### config.mk
export PLATFORM = sky130hd
export DESIGN_NAME = ccd_sensor_end_flat
export DESIGN_NICKNAME = d
export VERILOG_FILES = /design/src/logic/ccd_seq_pkg.sv /design/src/logic/ccd_link_if.sv /design/src/logic/ccd_sensor_end.sv /design/src/flat_wrapper.sv
export SDC_FILE = /design/constraint.sdc
export NUM_CORES = 1
export LEC_CHECK = 0
export BUFFER_PORTS_ARGS = -buffer_cell sky130_fd_sc_hd__clkbuf_2
export CORE_MARGIN = 2
export CORE_UTILIZATION = 57
export CTS_CLUSTER_SIZE = 10
export DETAILED_ROUTE_END_ITERATION = 8
export GPL_ROUTABILITY_DRIVEN = 0
export PLACE_DENSITY_LB_ADDON = 0.1
export SLEW_MARGIN = 20
export SYNTH_ARGS = -nofsm -noshare
export SYNTH_HDL_FRONTEND = slang
export SYNTH_SLANG_ARGS = --single-unit
### constraint.sdc
create_clock -name clock_i -period 4.7 [get_ports clock_i]
set_clock_uncertainty 0.2 [all_clocks]
set_input_delay 0.47 -clock clock_i [delete_from_list [all_inputs] [get_ports clock_i]]
set_output_delay 0.47 -clock clock_i [all_outputs]
set_load 0.1 [all_outputs]
### src/logic/ccd_seq_pkg.sv
// Purpose: constants, modes and per-mode tables for the readout link
// Assumes: 50 MHz system clock, 1220 active rows, row 0 is array line 1
// Notes:   rates in millihertz keep frame lengths exact
package ccd_seq_pkg;

    typedef enum logic [3:0] {
        MODE_FULL   = 4'h0,
        MODE_DEC28  = 4'h1,
        MODE_DEC24  = 4'h2,
        MODE_ADD2   = 4'h3,
        MODE_CUT1   = 4'h4,
        MODE_CUT2   = 4'h5,
        MODE_CUT3   = 4'h6,
        MODE_FOCUS1 = 4'h7,
        MODE_FOCUS2 = 4'h8
    } readout_mode_type;

    localparam int          ROW_W        = 11;
    localparam logic [10:0] ACTIVE_ROWS  = 11'h4c4;
    localparam logic [10:0] ADD_SHIFT    = 11'h002;
    localparam logic [3:0]  DEC28_FIRST  = 4'h0;
    localparam logic [3:0]  DEC28_SECOND = 4'h5;
    localparam logic [3:0]  DEC24_FIRST  = 4'h2;
    localparam logic [3:0]  DEC24_SECOND = 4'h3;
    localparam logic [3:0]  GROUP_ONE    = 4'h1;
    localparam logic [3:0]  GROUP_FOUR   = 4'h4;
    localparam logic [3:0]  GROUP_EIGHT  = 4'h8;
    localparam logic [35:0] CLK_HZ_X1000 = 36'hba43b7400;

    ////////////////////////////////////////////////////////////////////////////
    function automatic logic [3:0] group_size(input readout_mode_type m);
        case (m)
            MODE_FULL, MODE_CUT3:                 return GROUP_ONE;
            MODE_DEC28, MODE_FOCUS1, MODE_FOCUS2: return GROUP_EIGHT;
            default:                              return GROUP_FOUR;
        endcase
    endfunction

    function automatic logic two_per_group(input readout_mode_type m);
        return group_size(m) != GROUP_ONE;
    endfunction

    function automatic logic is_added(input readout_mode_type m);
        return (m == MODE_ADD2) || (m == MODE_CUT2);
    endfunction

    function automatic logic [3:0] ofs_first(input readout_mode_type m);
        return (group_size(m) == GROUP_EIGHT) ? DEC28_FIRST :
               (group_size(m) == GROUP_FOUR)  ? DEC24_FIRST : 4'h0;
    endfunction

    function automatic logic [3:0] ofs_second(input readout_mode_type m);
        return (group_size(m) == GROUP_EIGHT) ? DEC28_SECOND : DEC24_SECOND;
    endfunction

    // output lines per frame; fast means the 36 MHz drive
    function automatic logic [10:0] out_lines(input readout_mode_type m, input logic fast);
        case (m)
            MODE_FULL:   return 11'h4c4;
            MODE_DEC28:  return 11'h131;
            MODE_DEC24:  return 11'h262;
            MODE_ADD2:   return 11'h262;
            MODE_CUT1,
            MODE_CUT2:   return fast ? 11'h238 : 11'h1b2;
            MODE_CUT3:   return fast ? 11'h244 : 11'h1bc;
            MODE_FOCUS1: return fast ? 11'h0eb : 11'h0aa;
            MODE_FOCUS2: return fast ? 11'h04b : 11'h02b;
            default:     return 11'h000;
        endcase
    endfunction

    // rows covered by one output line
    function automatic logic [2:0] rows_per_line(input readout_mode_type m);
        return (group_size(m) == GROUP_ONE)  ? 3'h1 :
               (group_size(m) == GROUP_EIGHT) ? 3'h4 : 3'h2;
    endfunction

    // rows swept above the centre band, aligned to the readout group
    function automatic logic [10:0] sweep_rows(input readout_mode_type m, input logic fast);
        logic [13:0] used;
        logic [10:0] half;
        used = out_lines(m, fast) * rows_per_line(m);
        half = 11'((14'(ACTIVE_ROWS) - used) >> 1);
        return half & ~11'(group_size(m) - 4'h1);
    endfunction

    function automatic logic [19:0] rate_mhz(input readout_mode_type m, input logic fast);
        case (m)
            MODE_FULL:   return fast ? 20'h03a89 : 20'h02706;
            MODE_DEC28:  return 20'h07512;
            MODE_DEC24,
            MODE_ADD2:   return 20'h04e0c;
            MODE_FOCUS1: return 20'h0ea24;
            MODE_FOCUS2: return 20'h1d448;
            default:     return 20'h07512;
        endcase
    endfunction

    function automatic logic [31:0] frame_cycles(input readout_mode_type m, input logic fast);
        logic [35:0] q;
        q = CLK_HZ_X1000 / 36'(rate_mhz(m, fast));
        return q[31:0];
    endfunction

endpackage

### src/logic/ccd_link_if.sv
// Purpose: pulse link between the timing generator end and the sensor end
// Assumes: both ends run on the same clock; pulses last one clock-enabled cycle
// Notes:   the timing end holds mode steady for a frame
`timescale 1ns/1ps
`default_nettype none
interface ccd_link_if;
    logic                         readout_pulse;
    logic                         sweep_pulse;
    logic                         line_pulse;
    logic                         frame_end;
    ccd_seq_pkg::readout_mode_type mode;

    modport timing (
        output readout_pulse,
        output sweep_pulse,
        output line_pulse,
        output frame_end,
        output mode
    );

    modport sensor (
        input readout_pulse,
        input sweep_pulse,
        input line_pulse,
        input frame_end,
        input mode
    );
endinterface
`default_nettype wire

### src/logic/ccd_sensor_end.sv
// Purpose: sensor end: maps link pulses to array rows
// Assumes: mode steady for a whole frame
// Notes:   row 0 is array line 1, a red row;
//          rows below the last line are not read
//
// Notes on behaviour
// - progressive mode outputs every row once, in order
// - all photosites transfer together before lines start
// - 2-of-8 mode reads lines 1 and 6 of eight
// - 2-of-8 output starts with array line 1
// - 2-of-4 mode reads lines 3 and 4 of four
// - addition reads 3,4, shifts two, adds 1,2
// - addition sums two rows of the same colour
// - centre cut one: 2-of-4 after a top sweep
// - centre cut two: addition after a top sweep
// - centre cuts one and two near thirty frames
// - centre cut three: progressive rows after sweeping
// - focus one: 2-of-8 over a 940-row band at 36 MHz, 680 rows at 28.6364 MHz
// - focus two: 2-of-8 over a 300-row band at 36 MHz, 172 rows at 28.6364 MHz
// - each row tagged with its Bayer colour pair
`timescale 1ns/1ps
`default_nettype none
module ccd_sensor_end (
    input  wire logic                     clock_i,
    input  wire logic                     reset_n_i,
    input  wire logic                     clock_enable_i,
    ccd_link_if.sensor                    link,
    output logic                          line_valid_o,
    output logic [ccd_seq_pkg::ROW_W-1:0] row_first_o,
    output logic [ccd_seq_pkg::ROW_W-1:0] row_second_o,
    output logic                          added_o,
    output logic                          green_beside_blue_row_o,
    output logic                          frame_active_o,
    output logic                          mode_error_o,
    output logic                          overrun_o
);

    typedef enum logic [1:0] {
        ST_IDLE   = 2'b00,
        ST_HELD   = 2'b01,
        ST_OUTPUT = 2'b11
    } sensor_state_type;

    sensor_state_type              state_reg;
    ccd_seq_pkg::readout_mode_type mode_reg;
    logic [10:0]                   ptr_reg;
    logic                          phase_reg;

    ////////////////////////////////////////////////////////////////////////////
    // row selection for the current step
    ////////////////////////////////////////////////////////////////////////////
    wire logic        in_frame  = (state_reg != ST_IDLE);
    wire logic        two_lines = ccd_seq_pkg::two_per_group(mode_reg);
    wire logic        add_lines = ccd_seq_pkg::is_added(mode_reg);
    wire logic [3:0]  ofs_a     = ccd_seq_pkg::ofs_first(mode_reg);
    wire logic [3:0]  ofs_b     = ccd_seq_pkg::ofs_second(mode_reg);
    wire logic [3:0]  step      = ccd_seq_pkg::group_size(mode_reg);

    // 2-of-8 offset 0 is array line 1
    wire logic [3:0]  ofs_sel   = (two_lines && phase_reg) ? ofs_b : ofs_a;
    wire logic [10:0] row_a     = ptr_reg + {7'h00, ofs_sel};

    // added rows sit two apart, so they always share a colour
    wire logic [10:0] row_b     = add_lines ? row_a - ccd_seq_pkg::ADD_SHIFT : row_a;
    wire logic        group_end = !two_lines || phase_reg;
    wire logic [10:0] ptr_adv   = ptr_reg + {7'h00, step};
    wire logic        row_fits  = row_a < ccd_seq_pkg::ACTIVE_ROWS;

    ////////////////////////////////////////////////////////////////////////////
    // accepted events
    ////////////////////////////////////////////////////////////////////////////
    wire logic line_take  = in_frame && link.line_pulse;
    wire logic sweep_take = in_frame && link.sweep_pulse;
    wire logic line_stray = !in_frame && (link.line_pulse || link.sweep_pulse);
    wire logic mode_moved = in_frame && (link.mode != mode_reg);
    wire logic mode_fault = mode_moved || line_stray;
    wire logic row_fault  = line_take && !row_fits;

    ////////////////////////////////////////////////////////////////////////////
    // frame state, pointer and phase
    ////////////////////////////////////////////////////////////////////////////
    always_ff @(posedge clock_i or negedge reset_n_i) begin
        if (!reset_n_i) begin
            state_reg <= ST_IDLE;
            mode_reg  <= ccd_seq_pkg::MODE_FULL;
            ptr_reg   <= 11'h000;
            phase_reg <= 1'b0;
        end else if (clock_enable_i) begin
            case (state_reg)
                ST_IDLE: begin
                    if (link.readout_pulse) begin
                        // all rows captured at once; restart at line 1
                        mode_reg  <= link.mode;
                        ptr_reg   <= 11'h000;
                        phase_reg <= 1'b0;
                        state_reg <= ST_HELD;
                    end
                end
                ST_HELD, ST_OUTPUT: begin
                    if (link.frame_end) begin
                        state_reg <= ST_IDLE;
                    end else if (sweep_take) begin
                        // high-speed transfer discards one row
                        ptr_reg <= ptr_reg + 11'h001;
                    end else if (line_take) begin
                        state_reg <= ST_OUTPUT;
                        phase_reg <= two_lines && !phase_reg;
                        if (group_end) begin
                            ptr_reg <= ptr_adv;
                        end
                    end
                end
                default: begin
                    state_reg <= ST_IDLE;
                end
            endcase
        end
    end

    ////////////////////////////////////////////////////////////////////////////
    // line output; a row past the array is dropped rather than wrapped
    ////////////////////////////////////////////////////////////////////////////
    always_ff @(posedge clock_i or negedge reset_n_i) begin
        if (!reset_n_i) begin
            line_valid_o            <= 1'b0;
            row_first_o             <= 11'h000;
            row_second_o            <= 11'h000;
            added_o                 <= 1'b0;
            green_beside_blue_row_o <= 1'b0;
        end else if (clock_enable_i) begin
            line_valid_o <= line_take && row_fits && !link.frame_end;
            if (line_take && row_fits) begin
                row_first_o             <= row_a;
                row_second_o            <= row_b;
                added_o                 <= add_lines;
                // odd rows: green_beside_blue and blue
                green_beside_blue_row_o <= row_a[0];
            end
        end
    end

    ////////////////////////////////////////////////////////////////////////////
    // status; error flags hold until the next readout pulse
    ////////////////////////////////////////////////////////////////////////////
    always_ff @(posedge clock_i or negedge reset_n_i) begin
        if (!reset_n_i) begin
            frame_active_o <= 1'b0;
            mode_error_o   <= 1'b0;
            overrun_o      <= 1'b0;
        end else if (clock_enable_i) begin
            if (state_reg == ST_IDLE && link.readout_pulse) begin
                frame_active_o <= 1'b1;
            end else if (link.frame_end) begin
                frame_active_o <= 1'b0;
            end
            // a fault in the readout cycle wins
            if (mode_fault) begin
                mode_error_o <= 1'b1;
            end else if (state_reg == ST_IDLE && link.readout_pulse) begin
                mode_error_o <= 1'b0;
            end
            if (row_fault) begin
                overrun_o <= 1'b1;
            end else if (state_reg == ST_IDLE && link.readout_pulse) begin
                overrun_o <= 1'b0;
            end
        end
    end

endmodule
`default_nettype wire

### src/flat_wrapper.sv
// flat-port wrapper written by rule: the top's interface ports become plain ports
module ccd_sensor_end_flat 
  (clock_i, reset_n_i, clock_enable_i, line_valid_o, row_first_o, row_second_o, added_o, green_beside_blue_row_o, frame_active_o, mode_error_o, overrun_o, link_readout_pulse, link_sweep_pulse, link_line_pulse, link_frame_end, link_mode);
  ccd_link_if link_i ();
  input  wire logic clock_i;
  input  wire logic reset_n_i;
  input  wire logic clock_enable_i;
  output logic line_valid_o;
  output logic [ccd_seq_pkg::ROW_W-1:0] row_first_o;
  output logic [ccd_seq_pkg::ROW_W-1:0] row_second_o;
  output logic added_o;
  output logic green_beside_blue_row_o;
  output logic frame_active_o;
  output logic mode_error_o;
  output logic overrun_o;
  input wire logic [$bits(link_i.readout_pulse)-1:0] link_readout_pulse;
  input wire logic [$bits(link_i.sweep_pulse)-1:0] link_sweep_pulse;
  input wire logic [$bits(link_i.line_pulse)-1:0] link_line_pulse;
  input wire logic [$bits(link_i.frame_end)-1:0] link_frame_end;
  input wire logic [$bits(link_i.mode)-1:0] link_mode;
  assign link_i.readout_pulse = link_readout_pulse;
  assign link_i.sweep_pulse = link_sweep_pulse;
  assign link_i.line_pulse = link_line_pulse;
  assign link_i.frame_end = link_frame_end;
  assign link_i.mode = link_mode;
  ccd_sensor_end u_core (.clock_i(clock_i), .reset_n_i(reset_n_i), .clock_enable_i(clock_enable_i), .link(link_i), .line_valid_o(line_valid_o), .row_first_o(row_first_o), .row_second_o(row_second_o), .added_o(added_o), .green_beside_blue_row_o(green_beside_blue_row_o), .frame_active_o(frame_active_o), .mode_error_o(mode_error_o), .overrun_o(overrun_o));
endmodule
Yosys cells after proc, flatten, opt, wreduce, memory -nomap -nowiden --
Cells that the tools add are included.
Operators by class: add/sub/neg operators 4, muxes and demuxes 27, equality and inequality tests 20, magnitude comparators 1, reduce and logical (&&, ||, !) cells 37
Operator list (count):
- $mux W11 | 6
- $add A11 B4 Y11 | 2
- $pmux W11 S2 | 1
- $eq A4 B3 Y1 const B | 4
- $reduce_and A6 Y1 | 2
- $add A11 B1 Y11 const B | 1
- $lt A11 B11 Y1 const B | 1
- $sub A11 B2 Y11 const B | 1
- $logic_and A1 B1 Y1 | 10
- $mux W2 | 5
- $reduce_bool A2 Y1 | 5
- $mux W1 | 9
- $eq A4 B4 Y1 const B | 2
- $mux W4 | 2
- $pmux W4 S2 | 1
- $reduce_and A2 Y1 | 4
- $ne A2 B2 Y1 const B | 3
- $ne A3 B1 Y1 const B | 2
- $logic_not A1 Y1 | 5
- $eq A4 B1 Y1 const B | 1
- $eq A4 B2 Y1 const B | 1
- $logic_not A4 Y1 | 1
- $logic_or A1 B1 Y1 | 4
- $ne A4 B1 Y1 const B | 1
- other kinds (14) | 15
Storage, ports and cells: input port bits 11, register bits after elaboration 46

Depth between registers and ports, before layout --
Gate-level depths: netlist (run 1).
depth after elaboration 13, gate-level depth with buffers 15

Worst setup path before layout (run 1) --
OpenSTA, ideal clock, no wires.
kind flip-flop to flip-flop, start point reg u_core.mode_reg[1], end point reg u_core.row_first_o[1] (netlist name), path slack 1.052 ns, setup time 0.126 ns, arrival time 3.323 ns, clock period less this slack 3.648 ns, cell stages (with the launch flop) 15, cell sequence dfrtp_1 > buf_2 > xor2_1 > or3_1 > and2_1 > ha_1 > fa_1 > a21oi_2 > nand4_1 > a21o_1 > a22oi_1 > nor2_2 > nor2b_2 > buf_6 > mux2_2
On the way: longest elaborated chain between the ends 11, elaborated cells on any way between the ends 20, classes of those cells add/sub: 1; order compare: 1; eq/ne: 7; mux: 5; reduce/logical: 6
RTL lines:
- start, declared | RTL line ccd_sensor_end.sv:45 | ccd_seq_pkg::readout_mode_type mode_reg;
- start signal, assigned | RTL line ccd_sensor_end.sv:85 | mode_reg <= ccd_seq_pkg::MODE_FULL;
- start signal, assigned | RTL line ccd_sensor_end.sv:93 | mode_reg <= link.mode;
- $eq A4 B1 Y1, or another cell as far along | RTL line ccd_seq_pkg.sv:32 | case (m)
- $reduce_or A3 Y1 / $reduce_or A2 Y1 (equally long branches) | RTL line ccd_seq_pkg.sv:32
- $pmux W4 S2 * | RTL line ccd_seq_pkg.sv:32
- $eq A4 B3 Y1 | RTL line ccd_seq_pkg.sv:49 | (group_size(m) == GROUP_FOUR) ? DEC24_FIRST : 4'h0;
- $mux W2 | RTL line ccd_seq_pkg.sv:49
- $mux W4 | RTL line ccd_seq_pkg.sv:48 | return (group_size(m) == GROUP_EIGHT) ? DEC28_FIRST :
- $mux W4 * | RTL line ccd_sensor_end.sv:60 | wire logic [3:0] ofs_sel = (two_lines && phase_reg) ? ofs_b : ofs_a;
- $add A11 B4 Y11 * | RTL line ccd_sensor_end.sv:61 | wire logic [10:0] row_a = ptr_reg + {7'h00, ofs_sel};
- $lt A11 B11 Y1 | RTL line ccd_sensor_end.sv:67 | wire logic row_fits = row_a < ccd_seq_pkg::ACTIVE_ROWS;
- $logic_and A1 B1 Y1 | RTL line ccd_sensor_end.sv:132 | if (line_take && row_fits) begin
- $reduce_and A2 Y1 (no source line)
- end signal, assigned | RTL line ccd_sensor_end.sv:133 | row_first_o <= row_a;
- end, declared | RTL line ccd_sensor_end.sv:29 | output logic [ccd_seq_pkg::ROW_W-1:0] row_first_o,
Every way passes the cells marked *; elsewhere a longest branch is shown, timed or not. A chain may end at the register's enable or synchronous reset.

Worst setup path in the final report (run 1) --
start point reg u_core.mode_reg[1], end point reg u_core.row_first_o[4] (netlist name)
The elaborated chain is that of the path after synthesis.

==> key figures, run 1 <==
Outcome
  • Outcome: complete, no violations

Floorplanning
  • Starting Density: 0.587
  • Die W: 73.5 um
  • Die Area: around 0.0054 mm2
  • Core Box Area: between 0.004 and 0.005 mm2
  • Die Ht: between 70 and 80 um
  • Row cnt: 25
  • Num ports: 39

Clock network
  • Root Driver: clkbuf_8
  • Hold Buf Count CTS: 0
  • Clk slew on worst S/H paths: roughly 0.080 ns
  • CTS resizes: 0
  • H-tree depth: 2
  • CTS Sinks: between 40 and 50
  • Worst-Skew Late Latency: a little under 0.3 ns
  • CTS Buf Count: 5
  • CTS tree: built
  • Post-CTS Setup Bufs: 0
  • Clock Path Buffers: 2

STA
  • Fin crit share: 0.851
  • RSZ-0062 raised after global routing: no
  • Relative max-transition margin: 0.594
  • Pin slew with the least headroom to its limit: 0.605 ns
  • Final count of pins violating max slew: 0
  • Final hold vios: 0
  • FMAX: between 0.2 and 0.25 GHz
  • Final number of setup-violating endpoints: 0
  • Setup TNS: 0 ns
  • Min cycle time layout: ~4 ns
  • Fin worst setup slack: approximately 0.70 ns

Worst setup path
  • Worst setup EP type: flop
  • Type of origin of the critical path: flop
  • Peak fanout along the critical path: 20
  • R2R Path End: u_core.row_first_o[4]
  • Setup slack, reg-to-reg: roughly 0.7 ns
  • Worst r2r path cells: 13
  • Worst Path Required: 4.68 ns
  • CP arrival: roughly 4 ns
  • Critical path class: reg2reg
  • RR Startpoint: u_core.mode_reg[1]

Synthesis
  • Mean Syn Cell Area: around 10 um2
  • Seq/Total Area, Yosys: 0.400
  • Post-Syn Area: 0.00276 mm2
  • Post-synth EDFFs: 0
  • Number of synthesized register bits: 44
  • Yosys cell types: 53
  • Primary FF master, synth: dfrtp_1
  • Synth Instances: 268
  • Synth warn: 0
  • Syn nets: approximately 290
  • Async SR Flop Fraction: 1.00

Finish
  • Post-route cell area: between 0.003 and 0.004 mm2
  • Non-Filler Instances: between 300 and 400
  • Fillers: 389
  • P&R area growth vs syn: 9.67%
  • Commonest non-fill, non-tap cell in the layout: dfrtp_1
  • Share of layout cells above drive strength 1: 0.265
  • Commonest non-fill, non-tap cells in the layout: dfrtp_1 (44), clkbuf_2 (37), xnor2_1 (17), mux2_2 (17), xor2_1 (14)
  • Antenna cell count: 0
  • Final nets: ~320

Global routing
  • Total track usage: 0.210
  • Largest net degree at the start of global routing: between 40 and 50
  • Global-route wire length before repair: 8800 um
  • Grt ovf: 0
  • Vias in the first global route: about 2000
  • Initial antenna violation count: 0

Detailed routing
  • Routed WL: 5300 um
  • WL/cell: ~15 um
  • Iteration-0 DRC Markers: between 60 and 70
  • Via count: between 2000 and 2500
  • Drc violations: 0
  • Via density: around 5.8
  • Drt first pass iters: 4
  • Routed Antenna Nets: 0

Placed design
  • Pre-CTS setup slack: ~0.7 ns
  • Port Buf Inserts: 38
  • Placed cells: roughly 340
  • Post-DP Area: about 0.0029 mm2
  • Dpl hpwl: around 4000 um

Pwr
  • Pwr dens: about 580 mW/mm2
  • Pleak: roughly 0.0015 uW
  • Total chip power: 1750 uW
  • Max VDD drop: between 0.0008 and 0.0009 V

Worst hold path
  • Hold Path Origin: link_mode[3]
  • WHS Endpoint: u_core.mode_reg[3]
  • Min-Delay Path Class: in2reg
  • Hold Crit Depth: 2

Run
  • Number of max-cap violations: 0
critical path, stage by stage (launching register included):
cell	delay [ns]
dfrtp_1	0.46
xor2_1	0.21
or3_1	0.35
and2_1	0.18
ha_1	0.24
fa_1	0.47
a21oi_2	0.29
nand4_1	0.13
a21o_1	0.18
a22oi_1	0.29
nor2_2	0.10
nor2b_2	0.13
buf_4	0.29
mux2_2	0.37
cell families after synthesis:
group / synth area share
buffers and inverters: 0.0604
AND/OR/NAND/NOR: 0.168
multiplexers: 0.100
AO/OA/AOI/OAI: 0.129
flip-flops: 0.400
XOR/XNOR: 0.0985
adder cells (fa/ha/maj): 0.0436
area by class of cell:
| type | count | area [um2] | area share |
|---|---|---|---|
| sequential | 44 | 1100 | 0.364 |
| clock inverter | 2 | 12.5 | 0.00414 |
| timing repair buffer | 42 | 243 | 0.0803 |
| inverter | 11 | 41.3 | 0.0137 |
| tap | 54 | 67.6 | 0.0224 |
| multi-input combinational | 194 | 1490 | 0.492 |
| clock buffer | 5 | 68.8 | 0.0228 |
per-stage QoR:
step           hold WS (ns)  utilization
4_1_cts               0.207        0.636
6_report              0.234        0.644
2_1_floorplan       -0.0256            -
3_3_place_gp          0.262        0.619
5_1_grt               0.222        0.644
3_5_place_dp          0.265        0.619
power breakdown:
part,internal (uW),switching (uW),leakage (uW),total [uW]
clock network,101,127,0.0000400,228
logic,250,714,0.000855,964
registers,463,94.0,0.000582,557
total,813,935,0.00148,1750
worst max path at each step:
stage / startpoint / end / slack, ns / cells past startpoint
after floorplan: u_core.mode_reg[1] / u_core.row_first_o[1] / 1.05 / 14
after global placement: u_core.mode_reg[1] / u_core.added_o / 0.83 / 13
after detailed placement: u_core.mode_reg[1] / u_core.row_first_o[4] / 0.71 / 13
after CTS: u_core.mode_reg[1] / u_core.row_first_o[4] / 0.68 / 13
after global routing: u_core.mode_reg[1] / u_core.row_second_o[6] / 0.41 / 13
final: u_core.mode_reg[1] / u_core.row_first_o[4] / 0.70 / 13
metal layers:
layer / up-vias / global-route usage / share of wire
met1: 990 / 0.281 / 0.47
met4: 0 / 0.0586 / 0.0075
met5: - / 0 / 0
met2: 33 / 0.346 / 0.49
li1: 1010 / - / -
met3: 6 / 0.0412 / 0.035
cell usage after synthesis, types with 3 or more instances:
master    count  share of area
mux2_2       17          0.069
xor2_1       14          0.045
buf_4         5          0.014
nand2_1      12          0.016
xnor2_1      17          0.054
a31oi_1       4         0.0091
and2_1        4         0.0091
buf_2         4         0.0073
dfrtp_1      44           0.40
nand3_1       6          0.011
nand4_1       7          0.016
a21o_1        6          0.016
clkbuf_1      6         0.0082
nor2b_1       9          0.020
or3_1         4         0.0091
o22ai_1       3         0.0068
nor4_1        6          0.014
o21ai_0       9          0.016
ha_1          8          0.036
buf_6         4          0.016
and3_1        3         0.0068
mux2_1        4          0.016
inv_1        11          0.015
nor2_1       12          0.016
mux2i_1       4          0.015
a21oi_1       8          0.015
nor3_1        6          0.011
a31o_2        3         0.0095
Power figures use the tool's default switching activity.
==> inputs of run 2 (changes only) <==
clock period = 4.6 ns   (was 4.7 ns; I/O delays follow)
==> run 2 against run 1 <==
Against the previous run:
- critical path depth unchanged
- routed wire length decreased by 0.55%
- flip-flop and latch count stayed put
- via count decreased by 0.25%
- maximum frequency down 0.21%
- clock power about the same
- register-to-register slack lost 0.11 ns
- global-route usage rose by 0.65 points
- cell area decreased by 0.83%
- sequential share of layout area is 0.30 points higher
- combinational power grew 2%
- largest power group unchanged
- highest routed layer unchanged
==> key figures, run 2 (synthesis results as in run 1) <==
STA
  • Pin slew with the least headroom to its limit: 0.618 ns (+0.0135 ns)
  • Fin worst setup slack: 0.590 ns (-0.108 ns)
  • Setup TNS: 0 ns (unchanged)
  • Final count of pins violating max slew: 0 (unchanged)
  • Final hold vios: 0 (unchanged)
  • FMAX: 0.249 GHz (-0.21%)
  • RSZ-0062 raised after global routing: no
  • Min cycle time layout: 4.01 ns (+0.00848 ns)
  • Hold_ws: 0.220 ns (-0.0140 ns)
  • Relative max-transition margin: 0.585 (-0.00904)
  • Final number of setup-violating endpoints: 0 (unchanged)
  • Fin crit share: 0.872 (+0.0204)

Worst setup path
  • RR Startpoint: u_core.mode_reg[1]
  • Worst-path cell chain: xor2_1 -> or3_1 -> and2_1 -> ha_1 -> fa_1 -> a21oi_2 -> nand4_1 -> a21o_1 -> a22oi_1 -> nor2_2 -> nor2b_2 -> buf_4 -> mux2_2
  • R2R Path End: u_core.row_first_o[4]
  • Type of origin of the critical path: flop
  • Peak fanout along the critical path: 20 (unchanged)
  • Largest incremental delay on the critical path: 0.48 ns (about the same)
  • Critical path class: reg2reg
  • Worst r2r path cells: 13 (unchanged)
  • Worst Path Required: 4.58 ns (-0.10 ns)
  • CP arrival: 3.99 ns (about the same)
  • Worst setup EP type: flop
  • Setup slack, reg-to-reg: 0.59 ns (-0.11 ns)
  • CP max stage cell: fa_1

Detailed routing
  • WL/cell: 15.0 um (-0.26%)
  • Routed Antenna Nets: 0 (unchanged)
  • Routed WL: 5280 um (-0.55%)
  • Via count: 2034 (-0.25%)
  • Via density: 5.79 (about the same)
  • Drc violations: 0 (unchanged)
  • Drt first pass iters: 4 (unchanged)
  • Iteration-0 DRC Markers: 93 (+35%)

Clock network
  • Root Driver: clkbuf_8
  • CTS Buf Count: 5 (unchanged)
  • H-tree depth: 2 (unchanged)
  • CTS Sinks: 44 (unchanged)
  • CTS resizes: 0 (unchanged)
  • CTS tree: built
  • Clock Path Buffers: 2 (unchanged)
  • Clk slew on worst S/H paths: 0.08 ns (about the same)
  • Worst-Skew Late Latency: 0.29 ns (about the same)

Finish
  • Final nets: 317 (-0.31%)
  • P&R area growth vs syn: 8.76%
  • Commonest non-fill, non-tap cell in the layout: dfrtp_1
  • Share of layout cells above drive strength 1: 0.263 (-0.00247)
  • Non-Filler Instances: 351 (-0.28%)
  • Commonest non-fill, non-tap cells in the layout: dfrtp_1 (44), clkbuf_2 (37), xnor2_1 (17), mux2_2 (17), xor2_1 (14)
  • Antenna cell count: 0 (unchanged)

Worst hold path
  • Min-Delay Path Class: in2reg
  • WHS Endpoint: u_core.line_valid_o
  • Hold Path Origin: link_frame_end
  • Hold Crit Depth: 2 (unchanged)

Pwr
  • Max VDD drop: 0.000848 V (-1.2%)
  • Clock share of power: 0.130 (about the same)
  • Reg power frac: 0.320 (+0.002)
  • Pint: 829 uW (+1.9%)
  • Sw frac: 0.535 (about the same)
  • Logic pwr share: 0.550 (about the same)
  • Total chip power: 1780 uW (+1.9%)
  • Pwr dens: 595 mW/mm2 (+2.8%)
  • Pleak: 0.00146 uW (-0.80%)
  • Net Switching: 953 uW (+2.0%)

Global routing
  • Total track usage: 0.217 (+0.00652)
  • Largest net degree at the start of global routing: 45 (unchanged)
  • Grt ovf: 0 (unchanged)
  • Vias in the first global route: 1953 (+0.10%)
  • Global-route wire length before repair: 9070 um (+3.1%)
  • Initial antenna violation count: 0 (unchanged)

Placed design
  • Port Buf Inserts: 38 (unchanged)
  • Placed cells: 343 (unchanged)
  • Pre-CTS setup slack: 0.624 ns (-0.0833 ns)
  • Dpl hpwl: 3960 um (-0.98%)

Floorplanning
  • Die Ht: 73.5 um (unchanged)
  • Die W: 73.5 um (unchanged)
  • Core Box Area: 0.00469 mm2 (unchanged)
  • Row cnt: 25 (unchanged)
  • Starting Density: 0.587 (unchanged)
  • Die Area: 0.00541 mm2 (unchanged)
  • Num ports: 39 (unchanged)

Outcome
  • Outcome: complete, no violations

Run
  • Number of max-cap violations: 0 (unchanged)
## run 2: cell types whose count changed in the layout (fill, tap and decap cells not counted)
cell    delta
buf_2      -1
buf_4      +1
buf_16     -1
## run 2: worst max-delay path: cells and delay by family (launching register included)
kind            cells  cell delay [ns]
flops               1             0.46
mux                 1             0.37
buf+inv             1             0.29
compound gates      3             0.74
simple gates        5             0.91
xor+xnor            1             0.21
fa+ha+maj           2             0.72
## run 2: layer usage
layer,up-vias,routed length (um),global-route usage
met5,-,0,0
li1,1005,-,-
met2,36,2590,0.345
met4,0,42,0.0626
met3,4,182,0.0384
met1,989,2460,0.302
## run 2: worst max-delay path by stage
stage,startpoint,to,slack [ns],cells after the start
after floorplan,u_core.mode_reg[1],u_core.row_first_o[1],0.95,14
after global placement,u_core.mode_reg[1],u_core.added_o,0.73,13
after detailed placement,u_core.mode_reg[1],u_core.row_first_o[4],0.62,13
after CTS,u_core.mode_reg[1],u_core.row_first_o[4],0.59,13
after global routing,u_core.mode_reg[1],u_core.row_first_o[1],0.29,13
final,u_core.mode_reg[1],u_core.row_first_o[4],0.59,13
## run 2: area by class of cell
class	instances	area (um2)
timing repair buffer	41	218
clock inverter	2	12.5
sequential	44	1100
inverter	11	41.3
clock buffer	5	68.8
fill	409	1700
multi-input combinational	194	1490
tap	54	67.6
## run 2: timing repair
action,CTS,global route
hold buffers,0,1
hold endpoints to repair,0,19
setup buffers,0,0
## run 2: power by group through the flow
stage / sequential, uW / clock (uW) / combinational (uW)
final: 570 / 231 / 981
after global routing: 587 / 260 / 1040
after CTS: 571 / 241 / 987
after detailed placement: 579 / 0 / 985
after global placement: 574 / 0 / 977
after floorplan: 935 / 0 / 491
## run 2: stage by stage
step,util,cell area [um2]
3_5_place_dp,0.619,2900
4_1_cts,0.636,2980
3_3_place_gp,0.619,2900
6_report,0.639,3000
5_1_grt,0.639,3000
2_1_floorplan,-,2760
